==> src/design/timer_status_defines.svh <==
/*
  Offsets, field positions, reset values and masks of the status flag
  block for timer channels 3 to 5.
  Assumes inclusion by bare name from the package and the design files.
*/
`ifndef TIMER_STATUS_DEFINES_SVH
`define TIMER_STATUS_DEFINES_SVH

// Byte offsets on the register bus
`define TS_OFS_STATUS 4'h0
`define TS_OFS_ENABLE 4'h4
`define TS_OFS_CLEAR 4'h8

// Flag layout: channel n occupies a five-bit slice, A to D then overflow
`define TS_CHANNELS 3
`define TS_CH_STRIDE 5
`define TS_BIT_OVF_FIVE 14
`define TS_BIT_FLAG_D_FIVE 13
`define TS_BIT_FLAG_C_FIVE 12
`define TS_BIT_FLAG_B_FIVE 11
`define TS_BIT_FLAG_A_FIVE 10
`define TS_BIT_OVF_FOUR 9
`define TS_BIT_OVF_THREE 4
`define TS_BIT_RESERVED 15

// Reset values, masks and counter wrap limits
`define TS_FLAGS_RESET 16'h0000
`define TS_ENABLE_RESET 16'h0000
`define TS_FLAG_MASK 16'h7fff
`define TS_COUNT_MAX 16'hffff
`define TS_COUNT_MIN 16'h0000

`endif

==> src/design/timer_status_pkg.sv <==
/*
  Types shared by the status flag block for timer channels 3 to 5.
  Assumes the constants header is on the include path.
*/
`include "timer_status_defines.svh"

package timer_status_pkg;
  typedef logic [15:0] word16_t;
  typedef logic [3:0] reg_bits_t;
  typedef logic [4:0] chan_set_t;
  typedef logic [`TS_CHANNELS-1:0][15:0] chan_count_t;
  typedef logic [`TS_CHANNELS-1:0][3:0][15:0] chan_general_t;
  typedef logic [`TS_CHANNELS-1:0][3:0] chan_reg_bits_t;
  typedef logic [`TS_CHANNELS-1:0] chan_bit_t;
  typedef logic [3:0] wb_addr_t;
  typedef logic [31:0] wb_data_t;
  typedef logic [3:0] wb_sel_t;
endpackage

==> src/design/chan_events_if.sv <==
/*
  Signals of one timer channel as seen by its event detector.
  Assumes the top module drives the channel side and reads set_flags.
*/
`timescale 1ns/1ps
`default_nettype none

interface chan_events_if;
  import timer_status_pkg::*;
  word16_t count;
  logic [3:0][15:0] general;
  reg_bits_t capture_strobe;
  reg_bits_t capture_mode;
  logic pwm_mode;
  chan_set_t set_flags;
  modport source (output count, output general, output capture_strobe, output capture_mode,
                  output pwm_mode, input set_flags);
  modport detector (input count, input general, input capture_strobe, input capture_mode,
                    input pwm_mode, output set_flags);
endinterface

`default_nettype wire

==> src/design/chan_event_detect.sv <==
/*
  Event detector of one timer channel: overflow, capture and compare events
  turned into one-cycle set requests {overflow, D, C, B, A}.
  Assumes counter and general registers are synchronous to clk.
*/
`timescale 1ns/1ps
`default_nettype none
`include "timer_status_defines.svh"

module chan_event_detect (
  // Clock and reset
  input wire logic clk,
  input wire logic sys_rst,
  // Channel signals
  chan_events_if.detector ch
);
  import timer_status_pkg::*;

  typedef struct packed {
    word16_t prev_count;
    logic primed;
  } det_state_t;

  det_state_t s_q;
  det_state_t s_d;
  reg_bits_t hit;
  logic changed;

  always_comb begin
    s_d = s_q;
    s_d.prev_count = ch.count;
    s_d.primed = 1'b1;
    // Compare only when the count moves, so a stalled counter does not re-set a cleared flag
    changed = s_q.primed && (ch.count != s_q.prev_count);
    for (int i = 0; i < 4; i++) begin
      hit[i] = (ch.capture_strobe[i] && ch.capture_mode[i]) ||
               (changed && !ch.capture_mode[i] && (ch.count == ch.general[i]));
    end
    ch.set_flags[4] = s_q.primed && (s_q.prev_count == `TS_COUNT_MAX) &&
                      (ch.count == `TS_COUNT_MIN);
    ch.set_flags[3] = hit[3];
    ch.set_flags[2] = hit[2] && !ch.pwm_mode;
    ch.set_flags[1] = hit[1] && !ch.pwm_mode;
    ch.set_flags[0] = hit[0] && !ch.pwm_mode;
  end

  always_ff @(posedge clk or posedge sys_rst) begin
    if (sys_rst) begin
      s_q <= '0;
    end else begin
      s_q <= s_d;
    end
  end

endmodule

`default_nettype wire

==> src/design/timer_status_regs.sv <==
/*
  Status flag register for timer channels 3 to 5 with interrupt gating,
  reached over a classic Wishbone slave.
  Assumes counters, general registers and capture strobes are synchronous to clk.
*/
// Decided for this implementation: the register offsets and the Wishbone register port.
`timescale 1ns/1ps
`default_nettype none
`include "timer_status_defines.svh"

module timer_status_regs (
  // Clock and reset
  input wire logic clk,
  input wire logic sys_rst,
  // Wishbone slave
  input wire logic wb_cyc_i,
  input wire logic wb_stb_i,
  input wire logic wb_we_i,
  input wire timer_status_pkg::wb_addr_t wb_adr_i,
  input wire timer_status_pkg::wb_sel_t wb_sel_i,
  input wire timer_status_pkg::wb_data_t wb_dat_i,
  output logic wb_ack_o,
  output timer_status_pkg::wb_data_t wb_dat_o,
  // Channels 3 to 5, index 0 is channel 3
  input wire timer_status_pkg::chan_count_t chan_count,
  input wire timer_status_pkg::chan_general_t chan_general,
  input wire timer_status_pkg::chan_reg_bits_t chan_capture_strobe,
  input wire timer_status_pkg::chan_reg_bits_t chan_capture_mode,
  input wire timer_status_pkg::chan_bit_t chan_pwm_mode,
  // Interrupt
  output logic irq
);
  import timer_status_pkg::*;

  typedef struct packed {
    word16_t flags;
    word16_t armed;
    word16_t enable;
    logic ack;
    wb_data_t dat;
    logic irq;
  } regs_state_t;

  regs_state_t s_q;
  regs_state_t s_d;
  word16_t set_all;
  word16_t lane_mask;
  word16_t clr;
  logic access;
  logic wr_status;
  logic wr_clear;

  genvar g;
  generate
    for (g = 0; g < `TS_CHANNELS; g++) begin : g_chan
      chan_events_if chif ();
      assign chif.count = chan_count[g];
      assign chif.general = chan_general[g];
      assign chif.capture_strobe = chan_capture_strobe[g];
      assign chif.capture_mode = chan_capture_mode[g];
      assign chif.pwm_mode = chan_pwm_mode[g];
      chan_event_detect u_det (
        .clk(clk),
        .sys_rst(sys_rst),
        .ch(chif.detector)
      );
      assign set_all[g*`TS_CH_STRIDE +: `TS_CH_STRIDE] = chif.set_flags;
    end
  endgenerate
  assign set_all[`TS_BIT_RESERVED] = 1'b0;

  always_comb begin
    s_d = s_q;
    // One request at a time; ack drops the cycle after it was given
    access = wb_cyc_i && wb_stb_i && !s_q.ack;
    s_d.ack = access;
    lane_mask = {{8{wb_sel_i[1]}}, {8{wb_sel_i[0]}}};
    wr_status = access && wb_we_i && (wb_adr_i == `TS_OFS_STATUS);
    wr_clear = access && wb_we_i && (wb_adr_i == `TS_OFS_CLEAR);
    clr = '0;
    if (access && !wb_we_i) begin
      unique case (wb_adr_i)
        `TS_OFS_STATUS: begin
          s_d.dat = {16'h0000, s_q.flags & `TS_FLAG_MASK};
          s_d.armed = s_q.armed | s_q.flags;
        end
        `TS_OFS_ENABLE: begin
          s_d.dat = {16'h0000, s_q.enable};
        end
        default: begin
          s_d.dat = '0;
        end
      endcase
    end
    // Zero clears an armed flag, one leaves it
    if (wr_status) begin
      clr = lane_mask & ~wb_dat_i[15:0] & s_q.armed;
    end
    // Clear register takes ones, still only for flags read as set
    if (wr_clear) begin
      clr = lane_mask & wb_dat_i[15:0] & s_q.armed;
    end
    if (access && wb_we_i && (wb_adr_i == `TS_OFS_ENABLE)) begin
      s_d.enable = ((s_q.enable & ~lane_mask) | (wb_dat_i[15:0] & lane_mask)) & `TS_FLAG_MASK;
    end
    // Set wins over a clear in the same cycle
    s_d.flags = ((s_q.flags & ~clr) | set_all) & `TS_FLAG_MASK;
    s_d.armed = s_d.armed & ~clr & `TS_FLAG_MASK;
    s_d.irq = |(s_d.flags & s_d.enable);
  end

  always_ff @(posedge clk or posedge sys_rst) begin
    if (sys_rst) begin
      s_q.flags <= `TS_FLAGS_RESET;
      s_q.armed <= `TS_FLAGS_RESET;
      s_q.enable <= `TS_ENABLE_RESET;
      s_q.ack <= 1'b0;
      s_q.dat <= '0;
      s_q.irq <= 1'b0;
    end else begin
      s_q <= s_d;
    end
  end

  assign wb_ack_o = s_q.ack;
  assign wb_dat_o = s_q.dat;
  assign irq = s_q.irq;

  property p_reserved_reads_zero;
    @(posedge clk) disable iff (sys_rst)
      (access && !wb_we_i && wb_adr_i == `TS_OFS_STATUS) |=>
        (wb_ack_o && wb_dat_o[15:0] == ($past(s_q.flags) & `TS_FLAG_MASK) && !wb_dat_o[15]);
  endproperty
  a_reserved_reads_zero: assert property (p_reserved_reads_zero) else $error("reserved bit read as one");

  property p_one_write_keeps;
    @(posedge clk) disable iff (sys_rst)
      (wr_status && wb_dat_i[15:0] == 16'hffff) |=> ((s_q.flags & $past(s_q.flags)) == $past(s_q.flags));
  endproperty
  a_one_write_keeps: assert property (p_one_write_keeps) else $error("writing one cleared a flag");

  property p_clear_needs_read;
    @(posedge clk) disable iff (sys_rst)
      1'b1 |=> ((~s_q.flags & $past(s_q.flags) & ~$past(s_q.armed)) == 16'h0000);
  endproperty
  a_clear_needs_read: assert property (p_clear_needs_read) else $error("flag cleared without prior read");

  property p_wrap_five;
    @(posedge clk) disable iff (sys_rst)
      ($past(chan_count[2]) == 16'hffff && chan_count[2] == 16'h0000 && g_chan[2].u_det.s_q.primed)
      |=> s_q.flags[`TS_BIT_OVF_FIVE];
  endproperty
  a_wrap_five: assert property (p_wrap_five) else $error("channel five overflow flag not set");

  property p_capture_d;
    @(posedge clk) disable iff (sys_rst)
      (chan_capture_strobe[2][3] && chan_capture_mode[2][3]) |=> s_q.flags[`TS_BIT_FLAG_D_FIVE] ##1 irq == |(s_q.flags & s_q.enable);
  endproperty
  a_capture_d: assert property (p_capture_d) else $error("capture did not set D flag");

  property p_pwm_match_d;
    @(posedge clk) disable iff (sys_rst)
      (chan_pwm_mode[2] && !chan_capture_mode[2][3] && g_chan[2].u_det.changed &&
       chan_count[2] == chan_general[2][3]) |=> s_q.flags[`TS_BIT_FLAG_D_FIVE];
  endproperty
  a_pwm_match_d: assert property (p_pwm_match_d) else $error("PWM match did not set D flag");

  property p_no_c_in_pwm;
    @(posedge clk) disable iff (sys_rst)
      $rose(s_q.flags[`TS_BIT_FLAG_C_FIVE]) |-> !$past(chan_pwm_mode[2]);
  endproperty
  a_no_c_in_pwm: assert property (p_no_c_in_pwm) else $error("C flag set in PWM mode");

  property p_no_b_in_pwm;
    @(posedge clk) disable iff (sys_rst)
      $rose(s_q.flags[`TS_BIT_FLAG_B_FIVE]) |-> !$past(chan_pwm_mode[2]);
  endproperty
  a_no_b_in_pwm: assert property (p_no_b_in_pwm) else $error("B flag set in PWM mode");

  property p_no_a_in_pwm;
    @(posedge clk) disable iff (sys_rst)
      $rose(s_q.flags[`TS_BIT_FLAG_A_FIVE]) |-> !$past(chan_pwm_mode[2]);
  endproperty
  a_no_a_in_pwm: assert property (p_no_a_in_pwm) else $error("A flag set in PWM mode");

  property p_set_beats_clear;
    @(posedge clk) disable iff (sys_rst)
      (wr_status || wr_clear) |=> ((s_q.flags & $past(set_all)) == $past(set_all));
  endproperty
  a_set_beats_clear: assert property (p_set_beats_clear) else $error("clear beat a coincident set");

  property p_irq_follows;
    @(posedge clk) disable iff (sys_rst)
      1'b1 |-> (irq == |(s_q.flags & s_q.enable));
  endproperty
  a_irq_follows: assert property (p_irq_follows) else $error("interrupt does not follow enabled flags");

endmodule

`default_nettype wire

==> config.mk <==
export PLATFORM = sky130hd
export DESIGN_NAME = timer_status_regs
export DESIGN_NICKNAME = d
export VERILOG_FILES = /design/src/design/timer_status_pkg.sv /design/src/design/chan_events_if.sv /design/src/design/chan_event_detect.sv /design/src/design/timer_status_regs.sv
export VERILOG_INCLUDE_DIRS = /design/src /design/src/design
export SDC_FILE = /design/constraint.sdc
export NUM_CORES = 1
export LEC_CHECK = 0
export BUFFER_PORTS_ARGS = -buffer_cell sky130_fd_sc_hd__buf_4
export CELL_PAD_IN_SITES_DETAIL_PLACEMENT = 1
export CELL_PAD_IN_SITES_GLOBAL_PLACEMENT = 1
export CORE_ASPECT_RATIO = 0.7
export CORE_MARGIN = 3
export CORE_UTILIZATION = 37
export DETAILED_ROUTE_END_ITERATION = 8
export PLACE_DENSITY_LB_ADDON = 0.08
export SYNTH_ARGS = -nofsm -noshare
export SYNTH_HDL_FRONTEND = slang
export SYNTH_SLANG_ARGS = --single-unit
==> constraint.sdc <==
create_clock -name clk -period 9.5 [get_ports clk]
set_clock_uncertainty 0.15 [all_clocks]
set_input_delay 2.85 -clock clk [delete_from_list [all_inputs] [get_ports clk]]
set_output_delay 2.85 -clock clk [all_outputs]
set_load 0.01 [all_outputs]
# ---- Yosys cells after proc, flatten, opt, wreduce, memory -nomap -nowiden
# Index checks and enable logic that the tools add are counted.
# Widths: inputs -> output; s select.
dict set report op_classes {
  n_eq_ne 20
  bitwise 14
  reduce_logical 95
  mux 6
}
# cell n
set op_table {}
lappend op_table {{$eq 16x16->1} 12}
lappend op_table {{$and 15x15->15} 7}
lappend op_table {{$logic_and 1x1->1} 61}
lappend op_table {{$mux 15} 4}
lappend op_table {{$eq 16x16->1 const B} 3}
lappend op_table {{$logic_not 16->1} 3}
lappend op_table {{$ne 16x16->1} 3}
lappend op_table {{$not 15->15} 3}
lappend op_table {{$or 15x15->15} 3}
lappend op_table {{$pmux 16 s2} 1}
lappend op_table {{$logic_not 1->1} 17}
lappend op_table {{$and 15x16->16} 1}
lappend op_table {{$mux 16} 1}
lappend op_table {{$reduce_or 16->1} 1}
lappend op_table {{$logic_or 1x1->1} 12}
lappend op_table {{$eq 4x3->1 const B} 1}
lappend op_table {{$eq 4x4->1 const B} 1}
lappend op_table {{$logic_not 4->1} 1}
dict set report word_totals {
  word_cells 145
  output_inout_bits 34
  register_bits 129
}

# ---- Longest topological paths before layout
dict set report logic_depth {
  ltp_word 11
  ltp_mapped 9
}

# ---- Modules after synthesis
# From an unflattened synthesis, not the netlist that was laid out.
dict set report hier_totals {
  hier_cells 855
  area_unflattened_um2 8124.0
}
# mod cells_per_inst seq_area_each_um2 area_per_inst_um2 instances
set modules_own_cells {}
lappend modules_own_cells {chan_event_detect 184 425.4 1666.6 3}
lappend modules_own_cells {timer_status_regs 303 1551.5 3124.2 1}

# ---- Least setup slack after synthesis
# No wires, ideal clock.
dict set report synth_timing {
  path_type {in2reg}
  from {in wb_adr_i[3]}
  to {reg, netlist name irq}
  n_path_buf 1
  setup_slack_ns 4.610
  cell_stages 8
  t_arrival_ns 4.596
  cell_sequence {buf_6 > nor4b_4 > nand3_2 > mux2_2 > a21boi_0 > a221o_1 > a221oi_2 > nand4_1}
}
# item line
set synth_lines {}
lappend synth_lines {{from (decl)} timer_status_regs.sv:19} ;# input wire timer_status_pkg::wb_addr_t wb_adr_i,

==> impl_summary.txt <==
----------------------------------------------------
[Routing]
  Average wire per cell in the routed design ... around 20 µm
  Wire length after detailed routing ... about 27,000 µm
  Drt first pass iters ... 4
  Via-per-instance ratio ... roughly 5.1
  Number of vias after detailed routing ... 6,632
  Routed Antenna Nets ... 0
  Initial DRC count ... just over 300
  Drt drc ... 0

[STA]
  Slew HR ... ~22%
  Actual slew at the worst max-slew pin ... approximately 1.2 ns
  Setup tns final ... 0 ns
  Unrepaired setup endpoints after global routing ... false
  Highest achievable clock rate ... 0.191 GHz
  Max-slew violation total from the final report ... 0
  Final-report hold violation count ... 0
  Final setup viols ... 0
  Final Critical Period ... about 5.2 ns
  Final period util ... between 50% and 60%

[Floorplanning]
  Number of top-level design ports ... between 300 and 400
  Die extent in x ... between 150 and 200 µm
  Site row count ... 42
  Starting Density ... between 30% and 40%
  Std-Cell Core Area ... between 15,000 and 20,000 µm²
  Die Footprint ... 22,100 µm²
  Die outline height ... about 130 µm

[Setup path]
  CP Data Arrival Time ... roughly 5.3 ns
  Required time reported for the critical path endpoint ... between 9 and 10 ns
  Element type at the critical path end ... flop
  Worst-path fanout max ... 17
  Reg2Reg Setup Slack ... between 6 and 7 ns
  Slowest-stage cell, CP ... sky130_fd_sc_hd__a2111oi_0
  Cell count of the worst reg-to-reg path ... 7
  Ordered cell list for the critical path ... buf_4 -> nor4b_4 -> buf_4 -> nand3_2 -> mux2_2 -> a21boi_0 -> a2111oi_0 -> nand4_1
  Most common cell type on the critical path ... sky130_fd_sc_hd__buf_4
  Crit Path Category ... in2reg
  Worst setup SP type ... primary input
  Slowest Stage Delay on Critical Path ... 0.71 ns

[Synthesis]
  Cell with the most instances after synthesis ... sky130_fd_sc_hd__xnor2_1
  Post-Syn Area ... approximately 7500 µm²
  Cell taking the most area after synthesis ... sky130_fd_sc_hd__dfrtp_1
  Most instantiated cells after synthesis ... sky130_fd_sc_hd__xnor2_1, sky130_fd_sc_hd__dfrtp_1, sky130_fd_sc_hd__xor2_1
  Synth unique cells ... 47
  Flip-flop and latch count after synthesis ... ~110
  Portion of synthesized cell area occupied by the leading cell type ... a little under two fifths
  Main flop type after synthesis ... sky130_fd_sc_hd__dfrtp_1
  Top cells by area, synth ... sky130_fd_sc_hd__dfrtp_1, sky130_fd_sc_hd__xnor2_1, sky130_fd_sc_hd__xor2_1
  Async set or reset register ratio after synthesis ... 100%
  Count of yosys warnings during synthesis ... 0
  Portion of the post-synthesis area used by sequential elements ... a little under two fifths
  Number of enable flip-flop cells after synthesis ... 0
  Synthesized netlist cell count ... roughly 800
  Mean instance size in the synthesized netlist ... between 9 and 10 µm²

[Clock tree]
  CTS Root Buffer Type ... sky130_fd_sc_hd__clkbuf_16
  Post-cts hold buffer count ... 0
  Worst-Skew Late Latency ... between 0.3 and 0.4 ns
  H-tree depth ... 3
  Clk slew on worst S/H paths ... around 0.080 ns
  TritonCTS clock tree ... done
  Total clock sinks ... around 110
  Post-cts repair resize count ... 0
  Max Buffers Root-to-Sink ... 2
  Post-CTS Repair Setup Buffers ... 0
  TritonCTS Buffers ... 9

[Finish]
  Layout area overhead ... 34.1%
  # diodes ... 0
  Nets ... ~1.4k
  Share of final-layout standard cells stronger than drive strength 1 ... 33.5%
  Final core utilization ... approximately half

[Place]
  Weighted congestion at the end of routability-driven global placement ... about 0.84
  Port Buf Inserts ... ~310
  Detailed placement HPWL ... 21,800 µm

[GRT]
  GR peak layer ... met2
  Vias in the first global route ... between 7k and 8k
  Fraction of met1 tracks used by global routing ... 32.6%
  GR Util met3 ... under 10%
  GRT Util Overall ... 24.2%
  Pin count of the biggest net entering global routing ... a little under 80
  Total grt overflow ... 0
  Antenna violations before repair ... 0
  Met2 Resource Use GR ... between 40% and 50%
  Global-route wire length before repair ... roughly 42,000 µm

[Run status]
  Result of the run ... completed

[Power]
  Leakage power figure ... ~4.3 nW
  Total power ... 0.00122 W
  Total power divided by cell area ... around 120 nW/µm²
  Largest vdd supply drop ... slightly below 0.09 mV

[Worst hold path]
  Hold Path Stages ... 1
  Class of the tightest hold or removal check ... reg2reg

[Flow run]
  Max Cap Viol ... 0

----------------------------------------------------
[through the flow]
stage          area (µm²)  hold slack [ns]  instances  worst slack, ns
5_1_grt             10100            0.367       1313             4.17
3_5_place_dp         9780            0.320       1297             3.94
4_1_cts             10100            0.340       1313             4.30
6_report            10100            0.342       1313             4.27
3_3_place_gp         9780            0.315       1297             3.96
2_1_floorplan        7570            0.296        812             3.57
[logic make-up after synthesis]
| logic type | count (synthesis) | share of synthesized area, % |
|---|---|---|
| AOI/OAI and AO/OA | 76 | 7.06 |
| xor gates and xnor gates | 255 | 29.7 |
| muxes | 16 | 2.35 |
| buffers and inverters | 102 | 6.81 |
| and+or+nand+nor | 234 | 17.0 |
| other | 2 | 0.100 |
| DFF | 111 | 37.0 |
[power breakdown]
group / total (W) / leakage, nW / switching [W] / internal (W)
clock: 0.000392 / 0.139 / 0.000179 / 0.000213
sequential: 0.000524 / 1.35 / 0.0000214 / 0.000502
combinational: 0.000309 / 2.83 / 0.000144 / 0.000165
[worst max-delay path, delay by kind of cell]
kind / cells / cell delay [ns]
AO/OA/AOI/OAI: 2 / 0.85
buffers and inverters: 2 / 0.50
multiplexers: 1 / 0.36
AND/OR/NAND/NOR: 3 / 0.69
[layer usage]
| layer | wire length [µm] | vias to the layer above |
|---|---|---|
| li1 | - | 3150 |
| met1 | 12100 | 3247 |
| met2 | 13100 | 221 |
| met3 | 1720 | 14 |
| met4 | 182 | 0 |
| met5 | 0 | - |
[cell type report]
cell class                      count  area (µm²)
Sequential cell                   111        2780
Timing Repair Buffer              312        2340
Clock inverter                      4        53.8
Inverter                           11        43.8
Fill cell                        2221        9310
Clock buffer                       12         246
Tap cell                          264         330
Multi-Input combinational cell    599        4280
[sequential cells by signal (all words and copies together) (netlist names)]
name	cells
g_chan.u_det.s_q	49
s_q	45
wb_dat_o	15
wb_ack_o	1
irq	1
[placed cells by master (no fill, tap or decap), drive strengths merged, types with 2 or more instances in the layout]
master	n
a21oi	3
conb	18
a221o	3
mux2	13
nor4bb	5
nor2	19
nor4	29
inv	12
o31ai	4
o41ai	2
a21boi	8
dfrtp	111
nor4b	4
or4	5
o21ai	30
nand3b	2
xnor2	153
nand2	80
a41oi	3
a32o	3
nand4b	3
nand4	43
mux2i	3
clkinvlp	2
and4	5
o211ai	15
clkbuf	12
or2	4
and2	2
nor3	12
buf	312
xor2	102
nand3	16
[final timing paths]
kind | start | end
worst max-delay path | wb_adr_i[3] | irq
worst min-delay path | s_q[63] | s_q[63]
worst max register to register | wb_ack_o | irq
worst min register to register | s_q[63] | s_q[63]
max in group asynchronous | sys_rst | s_q[47]
min in group asynchronous | sys_rst | s_q[50]
Note: power is estimated with default switching activity, not from simulation.
